==> config.mk <==
export PLATFORM = sky130hd
export DESIGN_NAME = qet_timer
export DESIGN_NICKNAME = d
export VERILOG_FILES = /design/src/include/qet_pkg.sv /design/src/verilog/qet_timer.sv /design/src/verilog/qet_in_filter.sv
export SDC_FILE = /design/constraint.sdc
export NUM_CORES = 1
export LEC_CHECK = 0
export BUFFER_PORTS_ARGS = -buffer_cell sky130_fd_sc_hd__buf_2
export CORE_MARGIN = 2
export CORE_UTILIZATION = 60
export CTS_BUF_LIST = sky130_fd_sc_hd__clkbuf_16
export CTS_CLUSTER_SIZE = 8
export DETAILED_ROUTE_END_ITERATION = 16
export PLACE_DENSITY = 0.83
export SYNTH_ARGS = -nofsm -noshare
export SYNTH_HDL_FRONTEND = slang
export SYNTH_SLANG_ARGS = --single-unit
==> constraint.sdc <==
create_clock -name clk_sys -period 11.4 [get_ports clk_sys]
set_input_delay 1.14 -clock clk_sys [delete_from_list [all_inputs] [get_ports clk_sys]]
set_output_delay 1.14 -clock clk_sys [all_outputs]
set_load 0.01 [all_outputs]
==> src/include/qet_pkg.sv <==
// quadrature encoder timer: shared constants, register map and carrier types
// assumes an 8-bit register port with a 5-bit byte address
package qet_pkg;
   localparam int QET_AW = 5;
   localparam int QET_DW = 8;
   localparam int QET_CW = 16;
   localparam int QET_NCH = 4;
   localparam int QET_FILT_W = 4;

   // register offsets
   localparam logic [4:0] QET_OFS_CTRL = 5'h00;
   localparam logic [4:0] QET_OFS_SLAVE = 5'h01;
   localparam logic [4:0] QET_OFS_ETCFG = 5'h02;
   localparam logic [4:0] QET_OFS_IRQEN = 5'h03;
   localparam logic [4:0] QET_OFS_STATUS = 5'h04;
   localparam logic [4:0] QET_OFS_EVGEN = 5'h05;
   localparam logic [4:0] QET_OFS_CHCFG0 = 5'h06;
   localparam logic [4:0] QET_OFS_INCFG = 5'h0A;
   localparam logic [4:0] QET_OFS_CNT_H = 5'h0B;
   localparam logic [4:0] QET_OFS_CNT_L = 5'h0C;
   localparam logic [4:0] QET_OFS_PSC_H = 5'h0D;
   localparam logic [4:0] QET_OFS_PSC_L = 5'h0E;
   localparam logic [4:0] QET_OFS_RLD_H = 5'h0F;
   localparam logic [4:0] QET_OFS_RLD_L = 5'h10;
   localparam logic [4:0] QET_OFS_CMP0_H = 5'h11;

   // field positions
   localparam int QET_CTRL_RUN = 0;
   localparam int QET_CTRL_DIR = 4;
   localparam int QET_ET_POL = 7;
   localparam int QET_ET_ECM2 = 6;
   localparam int QET_IN_APOL = 0;
   localparam int QET_IN_BPOL = 1;
   localparam int QET_CH_CLREN = 7;
   localparam int QET_EV_UPD = 0;
   localparam int QET_EV_CC1 = 1;
   localparam int QET_EV_COM = 5;
   localparam int QET_EV_TRG = 6;
   localparam int QET_EV_BRK = 7;

   // slave mode codes
   localparam logic [2:0] QET_SLV_INT = 3'h0;
   localparam logic [2:0] QET_SLV_ENC_B = 3'h1;
   localparam logic [2:0] QET_SLV_ENC_A = 3'h2;
   localparam logic [2:0] QET_SLV_ENC_AB = 3'h3;

   // channel compare modes
   localparam logic [2:0] QET_OC_FROZEN = 3'h0;
   localparam logic [2:0] QET_OC_SET = 3'h1;
   localparam logic [2:0] QET_OC_CLR = 3'h2;
   localparam logic [2:0] QET_OC_TOGGLE = 3'h3;
   localparam logic [2:0] QET_OC_FORCE_LO = 3'h4;
   localparam logic [2:0] QET_OC_FORCE_HI = 3'h5;
   localparam logic [2:0] QET_OC_PWM1 = 3'h6;
   localparam logic [2:0] QET_OC_PWM2 = 3'h7;

   // values after reset, and the count step
   localparam logic [7:0] QET_BYTE_RST = 8'h00;
   localparam logic [15:0] QET_WORD_RST = 16'h0000;
   localparam logic [15:0] QET_RLD_RST = 16'hFFFF;
   localparam logic [15:0] QET_ONE = 16'h0001;

   typedef struct packed {
      logic [4:0] addr;
      logic [7:0] wdata;
      logic wr;
      logic rd;
   } qet_bus_req_t;

   typedef struct packed {
      logic clear_en;
      logic [2:0] mode;
   } qet_chan_cfg_t;
endpackage

==> src/verilog/qet_timer.sv <==
// quadrature encoder timer: encoder counter, compare channels, ref clear,
// event flags and two interrupt vectors behind an 8-bit register port
// assumes one clock, and software that keeps the configuration rules
// Function
// trigger high clears enabled channel's reference
// cleared reference stays low until update
// clearing ignored in forced output modes
// software sets trigger prescale 00, mode2 off
// slave mode selects B, A or both
// per-input polarity bit and digital filter
// encoder edges alone clock the running counter
// direction updated on every input edge
// counter wraps between zero and reload
// software loads reload before enabling encoder
// compare, prescaler, trigger output keep working
// software never combines encoder and mode2
// A-only counting by A edge, B level
// B-only counting by B edge, A level
// both-edge counting cancels single-input jitter
// eight sources onto two interrupt vectors
// update raised by overflow, underflow, reinit
// request only when its enable bit set
// event register raises each source by software
// direction zero up, one down
// direction read-only while encoder mode active
// software avoids encoder with center-aligned
// synchronised inputs, one count per edge
//
// Added by the designer: the plain strobed port and the address map.
`timescale 1ns/1ns
`default_nettype none
module qet_timer import qet_pkg::*; (
   input wire logic clk_sys,
   input wire logic resetn,
   input wire qet_bus_req_t bus_req,
   output logic [QET_DW-1:0] rd_data,
   input wire logic encoder_input_a,
   input wire logic encoder_input_b,
   input wire logic ext_trigger_pin,
   output logic [QET_NCH-1:0] channel_ref_wave,
   output logic dir_flag,
   output logic trig_out,
   output logic irq_main,
   output logic irq_capcomp
);
   logic counter_run_reg;
   logic dir_reg;
   logic [2:0] slave_mode_select_reg;
   logic [3:0] ext_trigger_filter_reg;
   logic [1:0] ext_trigger_prescale_reg;
   logic ext_clock_mode2_enable_reg;
   logic ext_trigger_polarity_reg;
   logic input_a_polarity_reg;
   logic input_b_polarity_reg;
   logic [3:0] input_filter_reg;
   logic [7:0] irq_enable_reg;
   logic [7:0] status_reg;
   logic [QET_CW-1:0] cnt_reg;
   logic [QET_CW-1:0] psc_reg;
   logic [QET_CW-1:0] psc_cnt_reg;
   logic [QET_CW-1:0] auto_reload_value_reg;
   logic [QET_CW-1:0] cmp_reg [QET_NCH];
   qet_chan_cfg_t chan_cfg_reg [QET_NCH];
   logic filtered_input_a;
   logic filtered_input_b;
   logic filtered_ext_trigger;
   logic a_prev_reg;
   logic b_prev_reg;
   logic trg_prev_reg;

   logic [QET_NCH-1:0] cc_event;
   logic [7:0] hw_event;
   logic [7:0] sw_event;
   logic enc_mode;
   logic edge_a;
   logic edge_b;
   logic enc_up;
   logic enc_tick;
   logic int_tick;
   logic tick;
   logic count_up;
   logic overflow;
   logic underflow;
   logic reinit;
   logic update_event;
   logic wr_hit;
   logic [QET_CW-1:0] cnt_next;

   // three pins share one synchroniser and filter design
   qet_in_filter #(.FW(QET_FILT_W)) u_filt_a (
      .clk_sys(clk_sys),
      .resetn(resetn),
      .pin(encoder_input_a),
      .filt_len(input_filter_reg),
      .invert(input_a_polarity_reg),
      .level(filtered_input_a)
   );
   qet_in_filter #(.FW(QET_FILT_W)) u_filt_b (
      .clk_sys(clk_sys),
      .resetn(resetn),
      .pin(encoder_input_b),
      .filt_len(input_filter_reg),
      .invert(input_b_polarity_reg),
      .level(filtered_input_b)
   );
   qet_in_filter #(.FW(QET_FILT_W)) u_filt_trg (
      .clk_sys(clk_sys),
      .resetn(resetn),
      .pin(ext_trigger_pin),
      .filt_len(ext_trigger_filter_reg),
      .invert(ext_trigger_polarity_reg),
      .level(filtered_ext_trigger)
   );

   assign wr_hit = bus_req.wr;
   assign sw_event = (wr_hit && bus_req.addr == QET_OFS_EVGEN) ? bus_req.wdata : QET_BYTE_RST;

   // encoder edge decode
   always_ff @(posedge clk_sys or negedge resetn) begin
      if (!resetn) begin
         a_prev_reg <= 1'b0;
         b_prev_reg <= 1'b0;
         trg_prev_reg <= 1'b0;
      end else begin
         a_prev_reg <= filtered_input_a;
         b_prev_reg <= filtered_input_b;
         trg_prev_reg <= filtered_ext_trigger;
      end
   end

   assign enc_mode = (slave_mode_select_reg == QET_SLV_ENC_B) || (slave_mode_select_reg == QET_SLV_ENC_A) ||
                     (slave_mode_select_reg == QET_SLV_ENC_AB);
   assign edge_a = filtered_input_a ^ a_prev_reg;
   assign edge_b = filtered_input_b ^ b_prev_reg;

   // both inputs switching together is not a legal quadrature step
   always_comb begin
      enc_up = 1'b0;
      enc_tick = 1'b0;
      if (edge_a && !edge_b) begin
         enc_up = filtered_input_a ^ filtered_input_b;
         enc_tick = (slave_mode_select_reg == QET_SLV_ENC_A) || (slave_mode_select_reg == QET_SLV_ENC_AB);
      end else if (edge_b && !edge_a) begin
         enc_up = ~(filtered_input_a ^ filtered_input_b);
         enc_tick = (slave_mode_select_reg == QET_SLV_ENC_B) || (slave_mode_select_reg == QET_SLV_ENC_AB);
      end
   end

   assign int_tick = (slave_mode_select_reg == QET_SLV_INT) && (psc_cnt_reg == psc_reg);
   assign tick = counter_run_reg && (enc_mode ? enc_tick : int_tick);
   assign count_up = enc_mode ? enc_up : ~dir_reg;
   assign overflow = tick && count_up && (cnt_reg == auto_reload_value_reg);
   assign underflow = tick && !count_up && (cnt_reg == QET_WORD_RST);
   assign reinit = sw_event[QET_EV_UPD];
   assign update_event = overflow || underflow || reinit;

   // counter, one step per tick
   always_comb begin
      cnt_next = cnt_reg;
      if (reinit) begin
         cnt_next = dir_reg ? auto_reload_value_reg : QET_WORD_RST;
      end else if (overflow) begin
         cnt_next = QET_WORD_RST;
      end else if (underflow) begin
         cnt_next = auto_reload_value_reg;
      end else if (tick) begin
         cnt_next = count_up ? cnt_reg + QET_ONE : cnt_reg - QET_ONE;
      end else if (wr_hit && bus_req.addr == QET_OFS_CNT_H) begin
         cnt_next = {bus_req.wdata, cnt_reg[7:0]};
      end else if (wr_hit && bus_req.addr == QET_OFS_CNT_L) begin
         cnt_next = {cnt_reg[15:8], bus_req.wdata};
      end
   end

   always_ff @(posedge clk_sys or negedge resetn) begin
      if (!resetn) begin
         cnt_reg <= QET_WORD_RST;
      end else begin
         cnt_reg <= cnt_next;
      end
   end

   // prescaler keeps running whatever the counting source
   always_ff @(posedge clk_sys or negedge resetn) begin
      if (!resetn) begin
         psc_cnt_reg <= QET_WORD_RST;
      end else if (reinit || !counter_run_reg || psc_cnt_reg == psc_reg) begin
         psc_cnt_reg <= QET_WORD_RST;
      end else begin
         psc_cnt_reg <= psc_cnt_reg + QET_ONE;
      end
   end

   // direction: hardware owns it in encoder mode
   always_ff @(posedge clk_sys or negedge resetn) begin
      if (!resetn) begin
         dir_reg <= 1'b0;
      end else if (enc_mode) begin
         if (edge_a ^ edge_b) begin
            dir_reg <= ~enc_up;
         end
      end else if (wr_hit && bus_req.addr == QET_OFS_CTRL) begin
         dir_reg <= bus_req.wdata[QET_CTRL_DIR];
      end
   end

   // configuration registers
   always_ff @(posedge clk_sys or negedge resetn) begin
      if (!resetn) begin
         counter_run_reg <= 1'b0;
         slave_mode_select_reg <= QET_SLV_INT;
         ext_trigger_filter_reg <= '0;
         ext_trigger_prescale_reg <= '0;
         ext_clock_mode2_enable_reg <= 1'b0;
         ext_trigger_polarity_reg <= 1'b0;
         input_a_polarity_reg <= 1'b0;
         input_b_polarity_reg <= 1'b0;
         input_filter_reg <= '0;
         irq_enable_reg <= QET_BYTE_RST;
         psc_reg <= QET_WORD_RST;
         auto_reload_value_reg <= QET_RLD_RST;
      end else if (wr_hit) begin
         case (bus_req.addr)
            QET_OFS_CTRL: counter_run_reg <= bus_req.wdata[QET_CTRL_RUN];
            QET_OFS_SLAVE: slave_mode_select_reg <= bus_req.wdata[2:0];
            QET_OFS_ETCFG: begin
               ext_trigger_filter_reg <= bus_req.wdata[3:0];
               ext_trigger_prescale_reg <= bus_req.wdata[5:4];
               ext_clock_mode2_enable_reg <= bus_req.wdata[QET_ET_ECM2];
               ext_trigger_polarity_reg <= bus_req.wdata[QET_ET_POL];
            end
            QET_OFS_INCFG: begin
               input_a_polarity_reg <= bus_req.wdata[QET_IN_APOL];
               input_b_polarity_reg <= bus_req.wdata[QET_IN_BPOL];
               input_filter_reg <= bus_req.wdata[7:4];
            end
            QET_OFS_IRQEN: irq_enable_reg <= bus_req.wdata;
            QET_OFS_PSC_H: psc_reg <= {bus_req.wdata, psc_reg[7:0]};
            QET_OFS_PSC_L: psc_reg <= {psc_reg[15:8], bus_req.wdata};
            QET_OFS_RLD_H: auto_reload_value_reg <= {bus_req.wdata, auto_reload_value_reg[7:0]};
            QET_OFS_RLD_L: auto_reload_value_reg <= {auto_reload_value_reg[15:8], bus_req.wdata};
            default: ;
         endcase
      end
   end

   // compare channels with reference clear by external trigger
   genvar gi;
   generate
      for (gi = 0; gi < QET_NCH; gi++) begin : g_ch
         localparam logic [4:0] OFS_CFG = QET_OFS_CHCFG0 + 5'(gi);
         localparam logic [4:0] OFS_HI = QET_OFS_CMP0_H + 5'(2 * gi);
         localparam logic [4:0] OFS_LO = QET_OFS_CMP0_H + 5'(2 * gi + 1);
         logic match_prev_reg;
         logic ref_raw_reg;
         logic clr_hold_reg;
         logic match;
         logic forced;
         assign match = (cnt_reg == cmp_reg[gi]);
         assign forced = (chan_cfg_reg[gi].mode == QET_OC_FORCE_LO) || (chan_cfg_reg[gi].mode == QET_OC_FORCE_HI);
         assign cc_event[gi] = match && !match_prev_reg;

         always_ff @(posedge clk_sys or negedge resetn) begin
            if (!resetn) begin
               chan_cfg_reg[gi] <= '0;
               cmp_reg[gi] <= QET_WORD_RST;
            end else if (wr_hit && bus_req.addr == OFS_CFG) begin
               chan_cfg_reg[gi] <= {bus_req.wdata[QET_CH_CLREN], bus_req.wdata[2:0]};
            end else if (wr_hit && bus_req.addr == OFS_HI) begin
               cmp_reg[gi] <= {bus_req.wdata, cmp_reg[gi][7:0]};
            end else if (wr_hit && bus_req.addr == OFS_LO) begin
               cmp_reg[gi] <= {cmp_reg[gi][15:8], bus_req.wdata};
            end
         end

         always_ff @(posedge clk_sys or negedge resetn) begin
            if (!resetn) begin
               match_prev_reg <= 1'b0;
               ref_raw_reg <= 1'b0;
            end else begin
               match_prev_reg <= match;
               case (chan_cfg_reg[gi].mode)
                  QET_OC_SET: ref_raw_reg <= ref_raw_reg | cc_event[gi];
                  QET_OC_CLR: ref_raw_reg <= ref_raw_reg & ~cc_event[gi];
                  QET_OC_TOGGLE: ref_raw_reg <= ref_raw_reg ^ cc_event[gi];
                  QET_OC_FORCE_LO: ref_raw_reg <= 1'b0;
                  QET_OC_FORCE_HI: ref_raw_reg <= 1'b1;
                  QET_OC_PWM1: ref_raw_reg <= (cnt_next < cmp_reg[gi]);
                  QET_OC_PWM2: ref_raw_reg <= !(cnt_next < cmp_reg[gi]);
                  default: ref_raw_reg <= ref_raw_reg;
               endcase
            end
         end

         // a trigger still high at the update re-arms the clear
         always_ff @(posedge clk_sys or negedge resetn) begin
            if (!resetn) begin
               clr_hold_reg <= 1'b0;
            end else if (chan_cfg_reg[gi].clear_en && filtered_ext_trigger && !forced) begin
               clr_hold_reg <= 1'b1;
            end else if (update_event || forced) begin
               clr_hold_reg <= 1'b0;
            end
         end

         assign channel_ref_wave[gi] = ref_raw_reg & ~(clr_hold_reg && !forced);
      end
   endgenerate

   // event flags: hardware or software set wins over a clear
   assign hw_event = {1'b0, filtered_ext_trigger & ~trg_prev_reg, 1'b0, cc_event, overflow | underflow};
   always_ff @(posedge clk_sys or negedge resetn) begin
      if (!resetn) begin
         status_reg <= QET_BYTE_RST;
      end else if (wr_hit && bus_req.addr == QET_OFS_STATUS) begin
         status_reg <= (status_reg & bus_req.wdata) | hw_event | sw_event;
      end else begin
         status_reg <= status_reg | hw_event | sw_event;
      end
   end
   // update, trigger, commutation, break share one vector
   assign irq_main = |(status_reg & irq_enable_reg & 8'hE1);
   assign irq_capcomp = |(status_reg & irq_enable_reg & 8'h1E);
   always_ff @(posedge clk_sys or negedge resetn) begin
      if (!resetn) begin
         trig_out <= 1'b0;
      end else begin
         trig_out <= update_event;
      end
   end
   assign dir_flag = dir_reg;

   // read port, data valid only in the cycle after the strobe
   always_ff @(posedge clk_sys or negedge resetn) begin
      if (!resetn) begin
         rd_data <= QET_BYTE_RST;
      end else if (!bus_req.rd) begin
         rd_data <= QET_BYTE_RST;
      end else begin
         case (bus_req.addr)
            QET_OFS_CTRL: rd_data <= {3'h0, dir_reg, 3'h0, counter_run_reg};
            QET_OFS_SLAVE: rd_data <= {5'h00, slave_mode_select_reg};
            QET_OFS_ETCFG: rd_data <= {ext_trigger_polarity_reg, ext_clock_mode2_enable_reg,
                                       ext_trigger_prescale_reg, ext_trigger_filter_reg};
            QET_OFS_IRQEN: rd_data <= irq_enable_reg;
            QET_OFS_STATUS: rd_data <= status_reg;
            QET_OFS_INCFG: rd_data <= {input_filter_reg, 2'h0, input_b_polarity_reg, input_a_polarity_reg};
            QET_OFS_CNT_H: rd_data <= cnt_reg[15:8];
            QET_OFS_CNT_L: rd_data <= cnt_reg[7:0];
            QET_OFS_PSC_H: rd_data <= psc_reg[15:8];
            QET_OFS_PSC_L: rd_data <= psc_reg[7:0];
            QET_OFS_RLD_H: rd_data <= auto_reload_value_reg[15:8];
            QET_OFS_RLD_L: rd_data <= auto_reload_value_reg[7:0];
            5'h06: rd_data <= {chan_cfg_reg[0].clear_en, 4'h0, chan_cfg_reg[0].mode};
            5'h07: rd_data <= {chan_cfg_reg[1].clear_en, 4'h0, chan_cfg_reg[1].mode};
            5'h08: rd_data <= {chan_cfg_reg[2].clear_en, 4'h0, chan_cfg_reg[2].mode};
            5'h09: rd_data <= {chan_cfg_reg[3].clear_en, 4'h0, chan_cfg_reg[3].mode};
            5'h11: rd_data <= cmp_reg[0][15:8];
            5'h12: rd_data <= cmp_reg[0][7:0];
            5'h13: rd_data <= cmp_reg[1][15:8];
            5'h14: rd_data <= cmp_reg[1][7:0];
            5'h15: rd_data <= cmp_reg[2][15:8];
            5'h16: rd_data <= cmp_reg[2][7:0];
            5'h17: rd_data <= cmp_reg[3][15:8];
            5'h18: rd_data <= cmp_reg[3][7:0];
            default: rd_data <= QET_BYTE_RST;
         endcase
      end
   end
endmodule
`default_nettype wire

==> src/verilog/qet_in_filter.sv <==
// quadrature encoder timer: pin synchroniser, stability filter and polarity
// assumes an asynchronous pin and a level that is stable for filt_len + 1 clocks
`timescale 1ns/1ns
`default_nettype none
module qet_in_filter import qet_pkg::*; #(
   parameter int FW = QET_FILT_W
) (
   input wire logic clk_sys,
   input wire logic resetn,
   input wire logic pin,
   input wire logic [FW-1:0] filt_len,
   input wire logic invert,
   output logic level
);
   logic sync1_reg;
   logic sync2_reg;
   logic stable_reg;
   logic [FW-1:0] run_reg;

   always_ff @(posedge clk_sys or negedge resetn) begin
      if (!resetn) begin
         sync1_reg <= 1'b0;
         sync2_reg <= 1'b0;
      end else begin
         sync1_reg <= pin;
         sync2_reg <= sync1_reg;
      end
   end

   // a new level is taken only after filt_len + 1 agreeing samples
   always_ff @(posedge clk_sys or negedge resetn) begin
      if (!resetn) begin
         stable_reg <= 1'b0;
         run_reg <= '0;
      end else if (sync2_reg == stable_reg) begin
         run_reg <= '0;
      end else if (run_reg >= filt_len) begin
         stable_reg <= sync2_reg;
         run_reg <= '0;
      end else begin
         run_reg <= run_reg + 1'b1;
      end
   end

   assign level = stable_reg ^ invert;
endmodule
`default_nettype wire

==> out/results.tsv, run 1 <==
metric	value	unit
synth_area_leader_cell	dfrtp_1	
grt_overflow	0	
die_h	156	um
fin_crit	6.01	ns
period_share	0.527	
largest_register_ffs	64	
stdcell_area	15200	um^2
core	22700	um^2
dp_slack	5.23	ns
crit_arrival	6.45	ns
synthTopCellsByArea	dfrtp_1 37%, mux2_2 8.4%, ha_1 7.8%	
fin_nets	1591	
tightest_slew	1.28	ns
slew_viol_final	0	
drive_gt1_frac	0.149	
critPathSlowestCell	o21ai_0	
clock-sinks	224	
grt_pass1_wl	76000	um
viasPerCell	6.93	
p_per_area	219	nW/um^2
status	finished, final reports clean	
cts_buffer_depth	3	
layout_setup_ws	5.39	ns
p_leak	6.77	nW
yosys_most_used_dff	dfrtp_1	
reg2regPathDepth	22	
fmax	166	MHz
antenna_found_initial	0	
synthArstFlopShare	1.00	
io_pins	36	
numPortBuffers	35	
worstPathCellList	xnor2_1, xnor2_1, inv_1, ha_1, nor2b_1, nor2_1, mux2_4, nor2_1, buf_4, xnor2_1, ha_1, or4_1, o41ai_1, o21a_1, o221ai_1, o21ai_0, ha_1, nand4_1, nor2_1, a2111oi_2, or4_1, nand3_1	
cp_max_fo	16	
cts-root-buf	clkbuf_16	
area_delta_synth_final	8.98	%
max_slew_margin	0.145	
cts_tree	yes	
rows	55	
antennaDiodeCount	0	
wl_per_cell	28.4	um
clkLatencyLatePin	0.57	ns
hold-path-cell-count	0	
gp_congestion	1.11	
yosysWarnings	0	
clk_pin_slew	0.05	ns
die_x	156	um
end_kind	register	
drtIter0Drc	1507	
final_cell_mix	208 x dfrtp_1, 140 x nand2_1, 107 x inv_1, 107 x nor2_1, 104 x mux2_2	
hold_viol_final	0	
htreeDepth	1	
drc	0	
synth_seq_cells	224	
synth_edf_count	0	
grt_setup_unrepaired	no	
worstSetupPathType	reg2reg	
dpl-instance-area	14400	um^2
cts_setup_buffers	0	
track_usage	0.423	
setup_tns	0	ns
worst_setup_path_start_kind	register	
grt_max_degree	83	
vias	12300	
start_util	0.614	
die-area	24500	um^2
avgSynthCellArea	9.55	um^2
final_common_cell	dfrtp_1	
ant_nets	0	
syn-num-nets	1568	
drt-total-wl	50600	um
max_stage_delay	0.85	ns
ctsHoldBuffers	0	
setup_viol	0	
netlist.area_leader.share	0.373	
skew	0.0234	ns
grt_pass1_vias	12100	
hp-class	reg2reg	
mappedNetlistArea	14000	um^2
synth.distinct_cells	73	
cp.required	11.85	ns
netlist_instances	1461	
cts_buffers	31	
dp_hpwl	36000	um
ctsResizeCount	0	
yosysSeqAreaShare	0.403	
peakVddDrop	0.204	mV
drt_pass1_iterations	7	
cap_violations	0	
metrics by stage:
| step | util | hold WS, ns | total power [W] | instances |
|---|---|---|---|---|
| 2_1_floorplan | - | 0.331 | 0.00201 | 1461 |
| 3_3_place_gp | 0.633 | 0.333 | 0.00242 | 1735 |
| 3_5_place_dp | 0.633 | 0.336 | 0.00245 | 1735 |
| 4_1_cts | 0.669 | 0.347 | 0.00327 | 1779 |
| 5_1_grt | 0.670 | 0.353 | 0.00349 | 1780 |
| 6_report | 0.670 | 0.345 | 0.00333 | 1780 |
final timing paths:
kind,to,slack (ns),start
worst max-delay path,g_ch[2].ref_raw_reg$_DFFE_PN0P_,5.39,input_b_polarity_reg$_DFFE_PN0P_
worst min-delay path,u_filt_b.sync2_reg$_DFF_PN0_,0.35,u_filt_b.sync1_reg$_DFF_PN0_
worst max register to register,g_ch[2].ref_raw_reg$_DFFE_PN0P_,5.39,input_b_polarity_reg$_DFFE_PN0P_
worst min register to register,u_filt_b.sync2_reg$_DFF_PN0_,0.35,u_filt_b.sync1_reg$_DFF_PN0_
max in group asynchronous,dir_flag$_DFFE_PN0P_,9.40,resetn
min in group asynchronous,u_filt_trg.run_reg[0]$_DFF_PN0_,0.54,resetn
layout make-up:
type	count	area, um^2
Clock inverter	13	53.8
Sequential cell	224	5630
Tap cell	285	357
Inverter	96	360
Timing Repair Buffer	53	318
Fill cell	1832	7500
Clock buffer	31	776
Multi-Input combinational cell	1078	7720
per-layer routing:
metal	vias up	routed length, um	global-route usage
li1	5270	-	-
met1	5924	19400	0.571
met2	874	21300	0.626
met3	265	6270	0.111
met4	0	3520	0.228
met5	-	0	0
synth_stat cells, drive strengths merged, types with 3 or more instances:
master  instances
dfrtp         208
nand2         140
nor2          108
mux2          105
xnor2          97
inv            95
ha             87
o21ai          70
a21oi          69
clkbuf         45
nand4          45
a22oi          42
nand3          39
xor2           29
a21o           23
a221oi         21
a22o           21
buf            18
dfstp          16
and3           15
nor3           15
nand2b         14
a31oi          13
nor2b          13
nor4           13
mux2i          11
or3             8
and2            7
a221o           6
o211ai          6
o22ai           6
a211oi          5
and4            4
o31ai           4
or2             4
or4             4
a222oi          3
nand3b          3
o21bai          3
o221ai          3
report_power, final:
part           internal [W]  total [W]  switching (W)  leakage, nW
registers          0.000959    0.00132       0.000363         2.83
logic              0.000536    0.00119       0.000654         3.50
clock network      0.000476   0.000815       0.000339        0.450
total               0.00197    0.00333        0.00136         6.77
logic make-up after synthesis:
logic type | after synthesis | share of synthesized area
fa+ha+maj | 87 | 0.0780
xor+xnor | 126 | 0.0791
buf+inv | 159 | 0.0438
simple gates | 436 | 0.151
flops | 224 | 0.403
compound gates | 313 | 0.152
mux | 116 | 0.0929
worst max-delay path, delay by kind of cell, from the launching register on:
kind,cells,cell delay (ns)
simple gates,8,1.34
flops,1,0.42
buf+inv,2,0.30
xor+xnor,3,0.61
mux,1,0.31
fa+ha+maj,3,0.87
compound gates,5,2.06
(Power assumes the default switching activity.)
==> run 2, diff against run 1 <==
--- a/config.mk
+++ b/config.mk
@@ -7,7 +7,7 @@
 export LEC_CHECK = 0
 export BUFFER_PORTS_ARGS = -buffer_cell sky130_fd_sc_hd__buf_2
 export CORE_MARGIN = 2
-export CORE_UTILIZATION = 60
+export CORE_UTILIZATION = 57
 export CTS_BUF_LIST = sky130_fd_sc_hd__clkbuf_16
 export CTS_CLUSTER_SIZE = 8
 export DETAILED_ROUTE_END_ITERATION = 16
==> constraint.sdc (replaced) <==
create_clock -name clk_sys -period 5.4 [get_ports clk_sys]
set_input_delay 0.54 -clock clk_sys [delete_from_list [all_inputs] [get_ports clk_sys]]
set_output_delay 0.54 -clock clk_sys [all_outputs]
set_load 0.01 [all_outputs]
==> run 2 against run 1 <==
- the run now ends with hold timing left
- fmax rose by 16%
- total power rose by 120%
- worst setup slack got worse by 5.2 ns
- sequential power rose by 100%
- highest routed layer unchanged
==> out/results.tsv, run 2 (synthesis gave the netlist of run 1 again) <==
metric	value	unit	change
critPathSlowestCell	a221o_2		
utilization	0.649		-0.0208
max_stage_delay	0.45	ns	-0.40 ns
die-area	25700	um^2	+5.1%
p_leak	7.02	nW	+3.6%
hp-class	in2async		
grt_max_degree	140		+69%
grt_pass1_wl	78100	um	+2.8%
die_h	160	um	+2.5%
cts_buffer_depth	3		unchanged
end_kind	register		
netSwitchingFraction	0.402		-0.00581
vias	12700		+2.8%
fin_nets	1627		+2.3%
ant_nets	0		unchanged
numPortBuffers	35		unchanged
drc	0		unchanged
io_pins	36		unchanged
p_total	0.00743	W	+120%
tightest_slew	0.987	ns	-0.290 ns
max_slew_margin	0.340		+0.194
status	finished, violations left		
pwr-share-clk	0.262		+0.017
worstSetupPathType	reg2reg		
final_common_cell	dfrtp_1		
crit_family	compound AO/OA/AOI/OAI gates		
dp_hpwl	36900	um	+2.6%
crit_top_cell	ha_1		
core	24200	um^2	+6.5%
track_usage	0.407		-0.0163
p_int	0.00444	W	+130%
wl_per_cell	27.9	um	-1.6%
crit_arrival	5.56	ns	-0.89 ns
ctsHoldBuffers	0		unchanged
drt_pass1_iterations	6		-1
setup_viol	0		unchanged
met3_usage	0.119		+0.00829
power_frac_comb	0.380		+0.022
largest_register_ffs	64		unchanged
fmax	194	MHz	+16%
grt-busiest-layer	met2		
antenna_found_initial	2		+2
p_switching	0.00298	W	+120%
clkLatencyLatePin	0.52	ns	-0.05 ns
final_cell_mix	208 x dfrtp_1, 140 x nand2_1, 106 x nor2_1, 105 x inv_1, 104 x mux2_2		
dp.cells	1805		+4.0%
slew_viol_final	0		unchanged
cp.required	5.79	ns	-6.06 ns
area_delta_synth_final	12.4	%	
use_met2	0.582		-0.0439
htreeDepth	2		+1
path_buf_inv	1		-1
worstPathCellList	xnor2_2, xnor2_1, inv_1, ha_1, nor2b_2, nor2_1, mux2_4, nor2_2, xnor2_1, ha_1, or4_4, nor2_1, a21oi_1, a21oi_2, mux2i_1, xor2_1, a221o_2, ha_1, or3_1, o21ai_0, a21oi_1, a221o_1, a21oi_2, a311oi_2		
clock-sinks	224		unchanged
drive_gt1_frac	0.177		+0.0276
clk_pin_slew	0.05	ns	about the same
timing.hold.ws	-0.00335	ns	-0.349 ns
pwr-share-seq	0.358		-0.039
gp_congestion	1.07		-3.6%
instances_no_fill	1859		+4.4%
cap_violations	0		unchanged
cts_tree	yes		
drt-total-wl	52000	um	+2.7%
period_share	0.957		+0.430
grt_overflow	0		unchanged
grt_pass1_vias	12500		+3.1%
cp_max_fo	4		-12
die_x	160	um	+2.5%
hold_viol_final	2		+2
rows	57		+3.6%
p_per_area	473	nW/um^2	+120%
start_util	0.577		-0.0373
failed_checks	hold timing		
drtIter0Drc	1880		+25%
viasPerCell	6.82		-1.6%
cts_buffers	34		+9.7%
peakVddDrop	0.318	mV	+56%
cts-root-buf	clkbuf_16		
skew	0.0195	ns	-0.00390 ns
fin_crit	5.17	ns	-0.841 ns
worst_setup_path_start_kind	register		
grt.met1_usage	0.550		-0.0208
-- run 2: cell count changes in the layout (fill, tap and decap cells not counted), moves of 2 or more --
cell,change
buf_4,+33
clkbuf_16,+4
diode_2,+2
inv_1,-2
xnor2_1,-3
xnor2_2,+3
-- run 2: per-layer routing --
metal / share of wire / routed length, um
met5: 0 / 0
met4: 0.071 / 3680
met3: 0.14 / 7030
met2: 0.42 / 21600
met1: 0.38 / 19700
-- run 2: final timing paths --
check	start	end	slack (ns)	cells past startpoint
min in group clk_sys	ext_trigger_pin	u_filt_trg.sync1_reg$_DFF_PN0_	0.13	1
max in group asynchronous	resetn	cmp_reg[19]$_DFFE_PN0P_	4.15	2
worst min-delay path	resetn	u_filt_trg.run_reg[0]$_DFF_PN0_	-0.003	1
worst max-delay path	u_filt_b.stable_reg$_DFFE_PN0P_	g_ch[1].ref_raw_reg$_DFFE_PN0P_	0.23	24
worst min register to register	u_filt_trg.sync1_reg$_DFF_PN0_	u_filt_trg.sync2_reg$_DFF_PN0_	0.35	0
worst max register to register	u_filt_b.stable_reg$_DFFE_PN0P_	g_ch[1].ref_raw_reg$_DFFE_PN0P_	0.23	24
-- run 2: per-stage QoR --
stage	setup slack (ns)	cell area (um^2)	TNS [ns]	hold slack, ns
floorplan	0.0799	14000	0	0.244
detailed placement	0.0587	14700	0	0.336
global placement	0.220	14700	0	0.333
CTS	0.0824	15600	0	0.0383
global route	-0.00780	15700	-0.00780	0.0680
finish	0.235	15700	0	-0.00335
-- run 2: layout make-up --
cell class | instances | area [um^2]
fillers | 1903 | 8490
multi-input cells | 1078 | 7760
diodes | 2 | 5.00
well taps | 324 | 405
clock inverters | 14 | 75.1
inverters | 96 | 360
repair buffers | 86 | 581
flip-flops and latches | 224 | 5630
clock buffers | 35 | 876
-- run 2: timing repair --
item / 4_1_cts / 5_1_grt
setup endpoints to repair: 0 / 4
setup buffers: 0 / 3
gates resized for setup: 0 / 10
hold endpoints to repair: 0 / 0
-- run 2: power groups by stage --
stage               Clock, W  Combinational [W]  Sequential, W
global route         0.00202            0.00307        0.00266
detailed placement         0            0.00268        0.00264
floorplan                  0            0.00193        0.00231
CTS                  0.00195            0.00270        0.00261
finish               0.00194            0.00282        0.00266
global placement           0            0.00258        0.00262
==> run 3, diff against run 2 <==
--- a/config.mk
+++ b/config.mk
@@ -12,6 +12,7 @@
 export CTS_CLUSTER_SIZE = 8
 export DETAILED_ROUTE_END_ITERATION = 16
 export PLACE_DENSITY = 0.83
+export REMOVE_ABC_BUFFERS = 1
 export SYNTH_ARGS = -nofsm -noshare
 export SYNTH_HDL_FRONTEND = slang
 export SYNTH_SLANG_ARGS = --single-unit
==> run 3 against run 2 <==
- the flow now finishes without violations
- combinational power is 1% higher
- sequential share of layout area is 0.083 points higher
- die area did not move
- via count is 0.71% lower
- largest cell class unchanged
==> out/results.tsv, run 3 (synthesis gave the netlist of run 1 again) <==
metric	value	unit	change
status	finished, final reports clean		
clk_pin_slew	0.06	ns	about the same
worstSetupPathType	reg2reg		
fin_crit	5.12	ns	-0.0475 ns
wl_per_cell	27.9	um	about the same
ant_nets	0		unchanged
viasPerCell	6.79		-0.33%
drc	0		unchanged
pwr-share-clk	0.255		-0.007
max_stage_delay	0.62	ns	+0.17 ns
grt_pass1_wl	77400	um	-0.93%
p_per_area	471	nW/um^2	-0.60%
timing.hold.ws	0.0267	ns	+0.0301 ns
hold_viol_final	0		-2
dpl-instance-area	14700	um^2	unchanged
worstPathCellList	xnor2_2, xnor2_1, inv_1, ha_1, nor2b_2, nor2_1, mux2i_1, a211oi_1, a22oi_1, o32a_1, o21ai_0, a21oi_1, nor2_1, buf_4, ha_1, a21o_1, a21o_1, a21o_1, a21o_1, a21oi_1, o21ai_0, mux2i_1, a21oi_1, nand3_1		
drive_gt1_frac	0.177		+0.000578
cts_buffers	34		unchanged
grt_overflow	0		unchanged
cp_max_fo	5		+1
worst_setup_path_start_kind	register		
instances_no_fill	1852		-0.38%
numPortBuffers	35		unchanged
final_common_cell	dfrtp_1		
crit_arrival	5.52	ns	-0.04 ns
cap_violations	0		unchanged
layout_setup_ws	0.282	ns	+0.0475 ns
gp_congestion	1.07		+0.47%
grt_setup_unrepaired	no		
p_int	0.00443	W	-0.38%
cts_tree	yes		
cts_buffer_depth	3		unchanged
start_util	0.577		unchanged
fillCellCount	1921		+0.95%
rows	57		unchanged
stdcell_area	15700	um^2	-0.23%
io_pins	36		unchanged
htreeDepth	2		unchanged
dp_slack	0.0410	ns	-0.0177 ns
grt_pass1_vias	12500		-0.37%
period_share	0.948		-0.00879
crit_top_cell	a21o_1		
peakVddDrop	0.271	mV	-15%
setup_viol	0		unchanged
fin_nets	1628		+0.061%
power_frac_comb	0.389		+0.009
drt_pass1_iterations	10		+4
die_h	160	um	unchanged
p_leak	6.98	nW	-0.52%
drt-total-wl	51700	um	-0.43%
hp-class	in2async		
antenna_found_initial	0		-2
cts-root-buf	clkbuf_16		
setup_tns	0	ns	unchanged
slew_viol_final	0		unchanged
area_delta_synth_final	12.2	%	
netSwitchingFraction	0.399		-0.00270
tightest_slew	1.09	ns	+0.107 ns
track_usage	0.406		-0.000938
skew	0.0155	ns	-0.00408 ns
p_switching	0.00294	W	-1.5%
clock-sinks	224		unchanged
dp_hpwl	37200	um	+0.87%
pwr-share-seq	0.356		-0.002
antennaDiodeCount	0		-2
cp.required	5.80	ns	about the same
largest_register_ffs	64		unchanged
drtIter0Drc	1682		-11%
clkLatencyLatePin	0.52	ns	about the same
grt_max_degree	126		-10%
fmax	195	MHz	+0.93%
dp.cells	1805		unchanged
end_kind	register		
die-area	25700	um^2	unchanged
core	24200	um^2	unchanged
die_x	160	um	unchanged
max_slew_margin	0.268		-0.0715
final_cell_mix	208 x dfrtp_1, 140 x nand2_1, 105 x nor2_1, 104 x mux2_2, 101 x inv_1		
critPathSlowestCell	a211oi_1		
vias	12600		-0.71%
## run 3: area by class of cell
type	count	area, um^2	share of cell area
multi-input combinational	1078	7750	0.495
inverter	96	360	0.0230
timing repair buffer	87	588	0.0376
sequential	224	5630	0.359
clock buffer	34	851	0.0544
tap	324	405	0.0259
clock inverter	9	67.6	0.00432
## run 3: repair_timing
action,4_1_cts,5_1_grt
buffers inserted,0,4
hold buffers,0,0
gates resized for setup,0,10
endpoints found under the setup margin,0,4
## run 3: power groups by stage
stage               combinational [W]  sequential [W]  clock (W)
global placement              0.00262         0.00259          0
global route                  0.00312         0.00262    0.00197
detailed placement            0.00272         0.00260          0
floorplan                     0.00176         0.00242          0
CTS                           0.00274         0.00258    0.00190
finish                        0.00286         0.00262    0.00188
## run 3: worst max-delay path: cells and delay by family (launching register included)
kind | cells | cell delay (ns)
XOR/XNOR | 2 | 0.39
AO/OA/AOI/OAI | 12 | 2.48
AND/OR/NAND/NOR | 4 | 0.55
flip-flops | 1 | 0.46
multiplexers | 2 | 0.40
buffers and inverters | 2 | 0.27
adder cells (fa/ha/maj) | 2 | 0.45
## run 3: worst paths after layout
path / from / end / slack [ns] / depth (start not counted)
worst max-delay path: u_filt_a.stable_reg$_DFFE_PN0P_ / g_ch[2].ref_raw_reg$_DFFE_PN0P_ / 0.28 / 24
worst min register to register: u_filt_a.sync1_reg$_DFF_PN0_ / u_filt_a.sync2_reg$_DFF_PN0_ / 0.35 / 0
worst min-delay path: resetn / cnt_reg[5]$_DFF_PN0_ / 0.03 / 1
max in group asynchronous: resetn / cmp_reg[8]$_DFFE_PN0P_ / 4.22 / 2
worst max register to register: u_filt_a.stable_reg$_DFFE_PN0P_ / g_ch[2].ref_raw_reg$_DFFE_PN0P_ / 0.28 / 24
min in group clk_sys: encoder_input_a / u_filt_a.sync1_reg$_DFF_PN0_ / 0.13 / 1
## run 3: per-stage QoR
stage               utilization  power (W)
floorplan                     -    0.00417
global placement          0.607    0.00521
detailed placement        0.607    0.00532
CTS                       0.645    0.00722
global route              0.647    0.00771
finish                    0.647    0.00736
## run 3: metal layers
metal,vias up,part of all wire,GRT usage
met5,-,0,0
met4,0,0.071,0.247
met3,241,0.11,0.102
met2,801,0.43,0.610
met1,6195,0.39,0.530
li1,5346,-,-
